<file path="src/hdl/pse_events_pkg.sv">
package pse_events_pkg;

  localparam int NUM_CH = 4;
  localparam int NUM_PORT = 2;

  // Command codes of the supply_fault_events_clear byte.
  localparam logic [7:0] CMD_EVENTS_VIEW = 8'h0A;
  localparam logic [7:0] CMD_EVENTS_CLEAR = 8'h0B;

  // Bit positions inside the supply_fault_events_clear byte.
  localparam int EV_THERMAL = 7;
  localparam int EV_LOGIC_LOCKOUT = 6;
  localparam int EV_LOGIC_WARNING = 5;
  localparam int EV_MAIN_UNDERVOLT = 4;
  localparam int EV_OVERLOAD_CH34 = 3;
  localparam int EV_OVERLOAD_CH12 = 2;
  localparam int EV_FAST_SHUTDOWN = 1;
  localparam int EV_MEM_FAULT = 0;

  // Value after power-on reset, and bits kept across a pin reset.
  localparam logic [7:0] EV_POR_VALUE = 8'h70;
  localparam logic [7:0] EV_PRESERVE_MASK = 8'hF0;

  // Lowest assigned class that starts both channels in parallel.
  localparam logic [3:0] CLASS_PARALLEL_MIN = 4'h7;

  // Cool-down after a start fault.
  localparam int CLK_MHZ = 100;
  localparam int COOL_TIME_MS = 1000;
  localparam int COOL_W = 27;
  localparam logic [COOL_W-1:0] COOL_CYCLES_DEF =
    COOL_W'(COOL_TIME_MS * 1000 * CLK_MHZ);

  typedef enum logic [2:0] {
    CH_IDLE = 3'b000,
    CH_INRUSH = 3'b001,
    CH_HOLD = 3'b010,
    CH_ON = 3'b011,
    CH_COOL = 3'b100
  } ch_state_t;

  typedef struct packed {
    logic thermal_shutdown;
    logic logic_supply_lockout;
    logic logic_supply_warning;
    logic main_supply_undervolt;
    logic [1:0] power_cut_fault;
    logic fast_shutdown_event;
    logic program_memory_fault;
  } supply_evt_t;

  typedef struct packed {
    logic start_req;
    logic inrush_done;
    logic start_fault;
    logic off_req;
  } chan_in_t;

endpackage

</file>
<file path="src/hdl/pse_inrush_fault_supply_events.sv">
// Operation
// - Single-signature class 6 or lower: one channel does inrush, partner idles.
// - Single-channel inrush ends clean: partner switches on, power-good flags set.
// - Single-channel start fault: both off, 1 s cool-down, both start-fault flags.
// - Single-signature class 7 or 8: both channels do inrush together.
// - Parallel inrush ends clean: power-good flags set, port stays powered.
// - Parallel start fault on either: both off, 1 s cool-down, both flags.
// - Dual-signature: each channel runs inrush alone; faults stay local.
// - Event byte read by two codes; the clear code clears after returning.
// - Clear-on-read releases the active-low interrupt this register holds.
// - Any set event bit drives the summary indication; bits active high.
// - Thermal shutdown sets bit 7 and turns every channel off.
// - Below the low temperature channels may power again, flag regardless.
// - Thermal flag is 0 after power-on, kept across pin reset.
// - Bit 6 latches logic supply lockout; 1 at power-on, kept on pin reset.
// - Bit 5 latches logic supply warning; 1 at power-on, kept on pin reset.
// - Bit 4 latches main supply undervoltage; 1 at power-on, kept on pin.
// - Bit 3 latches summed overload on channels 3 and 4; 0 after resets.
// - Bit 2 latches summed overload on channels 1 and 2; 0 after resets.
// - Bit 1 set when fast shutdown or priority code disables channels.
// - Bit 0 latches program memory fault; 0 after both resets.
// - Preserved bits are not cleared by the external reset pin.
`timescale 1ns/1ps
`default_nettype none
module pse_inrush_fault_supply_events
  import pse_events_pkg::*;
#(
  parameter logic [COOL_W-1:0] COOL_CYCLES = COOL_CYCLES_DEF
)
(
  // Clock, resets and enable.
  input wire logic clk_in,
  input wire logic rst_in,
  input wire logic por_in,
  input wire logic ce_in,
  // Register command port.
  input wire logic cmd_valid_in,
  input wire logic [7:0] cmd_code_in,
  output logic [7:0] rd_data_out,
  output logic rd_valid_out,
  // Supply, thermal and fault events.
  input wire supply_evt_t supply_evt_in,
  input wire logic temp_below_low_in,
  // Channel control, two 4-pair ports.
  input wire chan_in_t [NUM_CH-1:0] chan_in,
  input wire logic [NUM_PORT-1:0] dual_sig_in,
  input wire logic [NUM_PORT-1:0][3:0] class_in,
  // Channel status.
  output logic [NUM_CH-1:0] chan_on_out,
  output logic [NUM_CH-1:0] inrush_active_out,
  output logic [NUM_CH-1:0] cooldown_out,
  output logic [NUM_CH-1:0] power_good_flag_out,
  output logic [NUM_CH-1:0] start_fault_flag_out,
  // Interrupt.
  output logic supply_event_summary_out,
  output logic int_n_out
);

  function automatic logic class_parallel(input logic [3:0] cls);
    class_parallel = (cls >= CLASS_PARALLEL_MIN);
  endfunction

  function automatic logic is_event_cmd(input logic [7:0] code);
    is_event_cmd = (code == CMD_EVENTS_VIEW) || (code == CMD_EVENTS_CLEAR);
  endfunction

  logic rst_any;
  logic start_ok;
  logic tsd_hold_ff;
  logic [7:0] ev_ff;
  logic [7:0] nxt_ev;
  logic [7:0] set_vec;
  logic cor;
  logic [7:0] rd_data_ff;
  logic rd_valid_ff;
  logic summary_ff;
  logic int_n_ff;
  ch_state_t st_ff [NUM_CH];
  ch_state_t nxt_st [NUM_CH];
  logic [COOL_W-1:0] cnt_ff [NUM_CH];
  logic [NUM_CH-1:0] on_ff;
  logic [NUM_CH-1:0] inrush_ff;
  logic [NUM_CH-1:0] cool_ff;
  logic [NUM_CH-1:0] pg_ff;
  logic [NUM_CH-1:0] strt_ff;
  logic [NUM_PORT-1:0] port_start;
  logic [NUM_PORT-1:0] port_end;
  logic [NUM_PORT-1:0] port_fault;
  logic [NUM_PORT-1:0] port_off;

  assign rst_any = rst_in | por_in;
  // Starts are blocked from a thermal trip until the die has cooled.
  assign start_ok = !tsd_hold_ff && !supply_evt_in.thermal_shutdown;

  always_ff @(posedge clk_in)
  begin
    if (por_in)
      tsd_hold_ff <= 1'b0;
    else if (ce_in)
    begin
      if (supply_evt_in.thermal_shutdown)
        tsd_hold_ff <= 1'b1;
      else if (temp_below_low_in)
        tsd_hold_ff <= 1'b0;
    end
  end

  // Event sources, all active high and sticky.
  always_comb
  begin
    set_vec = 8'h00;
    set_vec[EV_THERMAL] = supply_evt_in.thermal_shutdown;
    set_vec[EV_LOGIC_LOCKOUT] = supply_evt_in.logic_supply_lockout;
    set_vec[EV_LOGIC_WARNING] = supply_evt_in.logic_supply_warning;
    set_vec[EV_MAIN_UNDERVOLT] = supply_evt_in.main_supply_undervolt;
    set_vec[EV_OVERLOAD_CH34] = supply_evt_in.power_cut_fault[1];
    set_vec[EV_OVERLOAD_CH12] = supply_evt_in.power_cut_fault[0];
    set_vec[EV_FAST_SHUTDOWN] = supply_evt_in.fast_shutdown_event;
    set_vec[EV_MEM_FAULT] = supply_evt_in.program_memory_fault;
  end

  assign cor = cmd_valid_in && (cmd_code_in == CMD_EVENTS_CLEAR);

  always_comb
  begin
    if (cor)
      nxt_ev = set_vec;
    else
      nxt_ev = ev_ff | set_vec;
  end

  always_ff @(posedge clk_in)
  begin
    if (por_in)
      ev_ff <= EV_POR_VALUE;
    else if (rst_in)
      ev_ff <= ev_ff & EV_PRESERVE_MASK;
    else if (ce_in)
      ev_ff <= nxt_ev;
  end

  // Both codes return the byte as it stood before any clear.
  always_ff @(posedge clk_in)
  begin
    if (rst_any)
    begin
      rd_data_ff <= 8'h00;
      rd_valid_ff <= 1'b0;
    end
    else if (ce_in)
    begin
      rd_valid_ff <= cmd_valid_in && is_event_cmd(cmd_code_in);
      if (cmd_valid_in && is_event_cmd(cmd_code_in))
        rd_data_ff <= ev_ff;
    end
  end

  // Summary and interrupt follow the byte's next value.
  always_ff @(posedge clk_in)
  begin
    if (por_in)
    begin
      summary_ff <= 1'b1;
      int_n_ff <= 1'b0;
    end
    else if (rst_in)
    begin
      summary_ff <= |(ev_ff & EV_PRESERVE_MASK);
      int_n_ff <= ~|(ev_ff & EV_PRESERVE_MASK);
    end
    else if (ce_in)
    begin
      summary_ff <= |nxt_ev;
      int_n_ff <= ~|nxt_ev;
    end
  end

  // Port-level coupling for single-signature loads.
  for (genvar p = 0; p < NUM_PORT; p++)
  begin : g_port
    localparam int A = 2 * p;
    localparam int B = 2 * p + 1;
    logic par;
    assign par = class_parallel(class_in[p]);
    assign port_start[p] = !dual_sig_in[p] && chan_in[A].start_req &&
      start_ok && st_ff[A] == CH_IDLE && st_ff[B] == CH_IDLE;
    assign port_end[p] = !dual_sig_in[p] && (par ?
      (st_ff[A] == CH_INRUSH && st_ff[B] == CH_INRUSH &&
       chan_in[A].inrush_done && chan_in[B].inrush_done) :
      (st_ff[A] == CH_INRUSH && chan_in[A].inrush_done));
    assign port_fault[p] = chan_in[A].start_fault ||
      (par && chan_in[B].start_fault);
    assign port_off[p] = !dual_sig_in[p] && st_ff[A] == CH_ON &&
      (chan_in[A].off_req || chan_in[B].off_req);

  end

  // Per-channel state machines.
  for (genvar c = 0; c < NUM_CH; c++)
  begin : g_ch
    localparam int P = c / 2;
    localparam int PEER = c ^ 1;
    localparam bit PRIMARY = (c % 2) == 0;

    always_comb
    begin
      nxt_st[c] = st_ff[c];
      case (st_ff[c])
        CH_IDLE:
        begin
          if (dual_sig_in[P])
          begin
            if (chan_in[c].start_req && start_ok)
              nxt_st[c] = CH_INRUSH;
          end
          else if (port_start[P])
          begin
            if (PRIMARY || class_parallel(class_in[P]))
              nxt_st[c] = CH_INRUSH;
            else
              nxt_st[c] = CH_HOLD;
          end
        end
        CH_HOLD:
        begin
          if (port_end[P])
            nxt_st[c] = port_fault[P] ? CH_COOL : CH_ON;
        end
        CH_INRUSH:
        begin
          if (dual_sig_in[P])
          begin
            if (chan_in[c].inrush_done)
              nxt_st[c] = chan_in[c].start_fault ? CH_COOL : CH_ON;
          end
          else if (port_end[P])
            nxt_st[c] = port_fault[P] ? CH_COOL : CH_ON;
        end
        CH_ON:
        begin
          if (dual_sig_in[P] ? chan_in[c].off_req : port_off[P])
            nxt_st[c] = CH_IDLE;
        end
        CH_COOL:
        begin
          if (cnt_ff[c] == '0)
            nxt_st[c] = CH_IDLE;
        end
        default:
          nxt_st[c] = CH_IDLE;
      endcase
      if (supply_evt_in.thermal_shutdown)
        nxt_st[c] = CH_IDLE;
    end

    always_ff @(posedge clk_in)
    begin
      if (rst_any)
        st_ff[c] <= CH_IDLE;
      else if (ce_in)
        st_ff[c] <= nxt_st[c];
    end

    always_ff @(posedge clk_in)
    begin
      if (rst_any)
        cnt_ff[c] <= '0;
      else if (ce_in)
      begin
        if (nxt_st[c] == CH_COOL && st_ff[c] != CH_COOL)
          cnt_ff[c] <= COOL_CYCLES - COOL_W'(1);
        else if (st_ff[c] == CH_COOL && cnt_ff[c] != '0)
          cnt_ff[c] <= cnt_ff[c] - COOL_W'(1);
      end
    end

    always_ff @(posedge clk_in)
    begin
      if (rst_any)
      begin
        on_ff[c] <= 1'b0;
        inrush_ff[c] <= 1'b0;
        cool_ff[c] <= 1'b0;
        pg_ff[c] <= 1'b0;
        strt_ff[c] <= 1'b0;
      end
      else if (ce_in)
      begin
        on_ff[c] <= nxt_st[c] == CH_ON || nxt_st[c] == CH_INRUSH;
        inrush_ff[c] <= nxt_st[c] == CH_INRUSH;
        cool_ff[c] <= nxt_st[c] == CH_COOL;
        pg_ff[c] <= nxt_st[c] == CH_ON;
        if (st_ff[c] == CH_IDLE && nxt_st[c] != CH_IDLE)
          strt_ff[c] <= 1'b0;
        else if (st_ff[c] != CH_COOL && nxt_st[c] == CH_COOL)
          strt_ff[c] <= 1'b1;
      end
    end

  end

  assign rd_data_out = rd_data_ff;
  assign rd_valid_out = rd_valid_ff;
  assign chan_on_out = on_ff;
  assign inrush_active_out = inrush_ff;
  assign cooldown_out = cool_ff;
  assign power_good_flag_out = pg_ff;
  assign start_fault_flag_out = strt_ff;
  assign supply_event_summary_out = summary_ff;
  assign int_n_out = int_n_ff;
endmodule
`default_nettype wire

</file>
<file path="config.mk">
export PLATFORM = sky130hd
export DESIGN_NAME = pse_inrush_fault_supply_events
export DESIGN_NICKNAME = d
export VERILOG_FILES = /design/src/hdl/pse_events_pkg.sv /design/src/hdl/pse_inrush_fault_supply_events.sv
export SDC_FILE = /design/constraint.sdc
export NUM_CORES = 1
export LEC_CHECK = 0
export BUFFER_PORTS_ARGS = -buffer_cell sky130_fd_sc_hd__buf_2
export CAP_MARGIN = 0
export CORE_UTILIZATION = 54
export CTS_BUF_LIST = sky130_fd_sc_hd__clkbuf_16
export CTS_CLUSTER_DIAMETER = 200
export DETAILED_ROUTE_END_ITERATION = 10
export PLACE_DENSITY = 0.76
export SLEW_MARGIN = 20
export SYNTH_ARGS = -nofsm -noshare
export SYNTH_HDL_FRONTEND = slang
export SYNTH_SLANG_ARGS = --single-unit
</file>
<file path="constraint.sdc">
create_clock -name clk_in -period 2.8 [get_ports clk_in]
set_input_delay 0.14 -clock clk_in [delete_from_list [all_inputs] [get_ports clk_in]]
set_output_delay 0.14 -clock clk_in [all_outputs]
set_load 0.05 [all_outputs]
</file>
==> summary.md <==
| Metric | Value |
|---|---|
| Max-cap check violation count | `0` |
| Average vias per placed instance | `5.75` |
| Sequential group share of total power | `50.2%` |
| Cell area after technology mapping | `0.00871 mm^2` |
| Number of enable-type register cells in the synthesized netlist | `120` |
| Final estimated routing congestion in global placement | `0.925` |
| Capturing element type of the critical path | `flip-flop` |
| Placed Cells | `1135` |
| Tmin final | `2600 ps` |
| Share of total power in the clock network | `39.3%` |
| Unrepaired setup endpoints after global routing | `false` |
| Non-filler instance count after layout | `1174` |
| Required arrival time at the worst endpoint | `2960 ps` |
| Number of distinct standard cells referenced by the synthesized netlist | `73` |
| Width of the die | `129 um` |
| Filler Cell Count | `1283` |
| CTS tree | `yes` |
| Num rows | `46` |
| Global-route wire length before repair | `31.0 mm` |
| Relative max-transition margin | `61.6%` |
| Critical Path Source Type | `flip-flop` |
| Proportion of netlist area held by the largest area contributor | `41.4%` |
| Master cell of the clock root buffer | `clkbuf_16` |
| Clock tree buffer depth | `2` |
| Antenna violations before repair | `0` |
| Share of flip-flops with an asynchronous set or reset after synthesis | `0%` |
| Int Pwr | `4100 uW` |
| Cells after Synth | `846` |
| Share of the clock period used by the worst path | `92.9%` |
| Htree depth | `4` |
| Leading cell type by number of instances after synthesis | `edfxtp_1` |
| Part of the power in combinational logic | `10.5%` |
| Count of input and output buffers | `78` |
| Static leakage | `0.00382 uW` |
| Clk slew on worst S/H paths | `60 ps` |
| Share of layout cells above drive strength 1 | `17.5%` |
| Height of the die | `129 um` |
| Net switching share of the total power | `24.4%` |
| Critical path start-end classification | `reg2reg` |
| Crit-path max FO | `27` |
| Worst endpoint data arrival time | `2760 ps` |
| First-pass iteration count of the detailed router | `5` |
| CORE AREA | `0.0158 mm^2` |
| Worst R2R Path Depth | `9` |
| Yosys warning count | `0` |
| TritonCTS sink count | `160` |
| I/O pin count | `79` |
| Routed wire length per instance | `15.7 um` |
| Postcts setup bufs | `0` |
| Sequential element share of the synthesized area | `50.6%` |
| Effective utilization at floorplan | `55.0%` |
| Cell depth of the worst hold path | `2` |
| Detailed-route DRC error count | `0` |
| Maximum number of pins on one net before global-route repair | `28` |
| Total wire length after detailed routing | `18.4 mm` |
| Dominant register cell in the synthesized netlist | `edfxtp_1` |
| Area taken by flip-flops and latches | `0.00440 mm^2` |
| Most frequent cells after synthesis | `edfxtp_1 (120), nor2_1 (102), xnor2_1 (70)` |
| Overflow left after global routing | `0` |
| Clock latency at the later pin of the worst-skew pair | `420 ps` |
| TNS Setup | `0 ps` |
| Max Slew Vio Count | `0` |
| Cell types occupying the most area after synthesis | `edfxtp_1 (41%), dfxtp_1 (9.2%), xnor2_1 (7.0%)` |
| Kind of path behind the tightest hold check | `in2reg` |
| Final Cell Area | `0.0101 mm^2` |
| Die Outline Area | `0.0166 mm^2` |
| Synth area leader | `edfxtp_1` |
| TritonCTS buffer count | `17` |
| Total power per unit cell area | `539 mW/mm^2` |
| Hold Vio Cnt, Final | `0` |
| Post-synthesis sequential element count | `160` |
| Post-layout util | `63.6%` |
| Pin slew with the least headroom to its limit | `575 ps` |
| Detailed Route Iter0 Violations | `424` |
| Switching power total | `1320 uW` |
| Post-Syn Area per Cell | `10.3 um^2` |
| Number of global-route vias before repair | `6585` |
| Post-route clock skew | `9.14 ps` |
| Net count of the finished layout | `1000` |
| Number of failing setup endpoints in the final timing report | `0` |
| Area of the multi-input gates | `0.00412 mm^2` |
| Total number of vias | `6755` |
| Worst IR Drop VDD | `425 uV` |
| Synthesized netlist net count | `901` |
| Count of antenna diodes in the layout | `0` |
| Instance area at placement | `0.00945 mm^2` |
| Combined global-route utilization of all metal layers | `23.6%` |
| Number of routed nets with antenna violations | `0` |
| Run status | `complete, no violations` |
| Highest Clock Rate | `384 MHz` |
| Post-DP HPWL | `12.8 mm` |
| Layout overhead on the synthesized area | `15.7%` |
flip-flops by register name, summed over array words and instances, names as in the netlist, 4 cells and up:
register and count:
start_fault_flag_out 4, chan_on_out 4, inrush_active_out 4, cnt_ff 108, st_ff 12, ev_ff 8
rd_data_out 8, cooldown_out 4, power_good_flag_out 4
cells by family (layout without fill, tap and decap cells):
group                    after synthesis  after routing  synth area share, %
buffers and inverters                 48            160                 2.36
AND/OR/NAND/NOR                      347            347                 22.0
adder cells (fa/ha/maj)                7              7                 1.01
flip-flops                           160            160                 50.6
multiplexers                          11             11                 1.26
XOR/XNOR                              90             90                 9.05
AO/OA/AOI/OAI                        183            183                 13.7
metal layers:
layer	vias to the layer above	GRT usage, %	share of wire [%]
met2	195	38.2	47
met4	0	9.41	1.9
met3	27	4.70	4.9
met5	-	0	0
li1	3364	-	-
met1	3169	31.3	46
per-stage QoR:
| stage | hold slack [ps] | setup slack [ps] | total power (uW) |
|---|---|---|---|
| 3_3_place_gp | 375 | 243 | 3320 |
| 6_report | 24.9 | 199 | 5430 |
| 3_5_place_dp | 377 | 147 | 3330 |
| 2_1_floorplan | 273 | -126 | 3150 |
| 4_1_cts | 13.9 | 106 | 5450 |
| 5_1_grt | 26.4 | 18.5 | 5620 |
timing repair:
action / in CTS / in global routing
hold buffers: 7 / 0
hold endpoints to repair: 7 / 0
resized for setup: 0 / 2
setup endpoints to repair: 0 / 27
power groups by stage:
stage | logic [uW] | clock network (uW) | registers, uW
2_1_floorplan | 391 | 0 | 2760
3_3_place_gp | 548 | 0 | 2770
3_5_place_dp | 553 | 0 | 2770
4_1_cts | 566 | 2160 | 2720
5_1_grt | 632 | 2250 | 2740
6_report | 570 | 2130 | 2720
layout by cell type (no fill, tap or decap), types with 11 or more instances in the layout:
cell type,n
nand3_1,18
nor4_1,22
nor3_1,41
xnor2_1,70
or3_1,13
nand2b_1,17
buf_2,78
edfxtp_1,120
nor2_1,102
nor2b_1,16
dfxtp_1,40
mux2i_1,11
a31oi_1,13
nand2_1,41
clkbuf_16,19
o21ai_0,56
xor2_1,20
a21oi_1,37
or4_1,13
inv_1,21
buf_4,23
worst max-delay path: stages, from the launching register on:
cell,delay (ps)
edfxtp_1,430
inv_1,100
ha_1,140
or4b_2,590
nor4_2,170
a31oi_1,160
nand2_1,120
inv_1,90
or3_1,330
buf_6,200
final cells by class:
| class | instances | area share, % |
|---|---|---|
| inverters | 18 | 0.671 |
| multi-input cells | 638 | 40.9 |
| repair buffers | 110 | 6.60 |
| well taps | 216 | 2.68 |
| clock buffers | 19 | 4.72 |
| clock inverters | 13 | 0.696 |
| flip-flops and latches | 160 | 43.7 |
path summary, 6_finish.rpt:
path                           from                      to  slack (ps)
max reg2reg  cnt_ff[0][0]$_DFFE_PP_  cnt_ff[0][7]$_DFFE_PP_         200
min                          por_in   ev_ff[7]$_SDFFE_PP0P_          20
max          cnt_ff[0][0]$_DFFE_PP_  cnt_ff[0][7]$_DFFE_PP_         200
min reg2reg  int_n_out$_SDFFE_PP0P_  int_n_out$_SDFFE_PP0P_         440
Power figures use the tool's default switching activity.
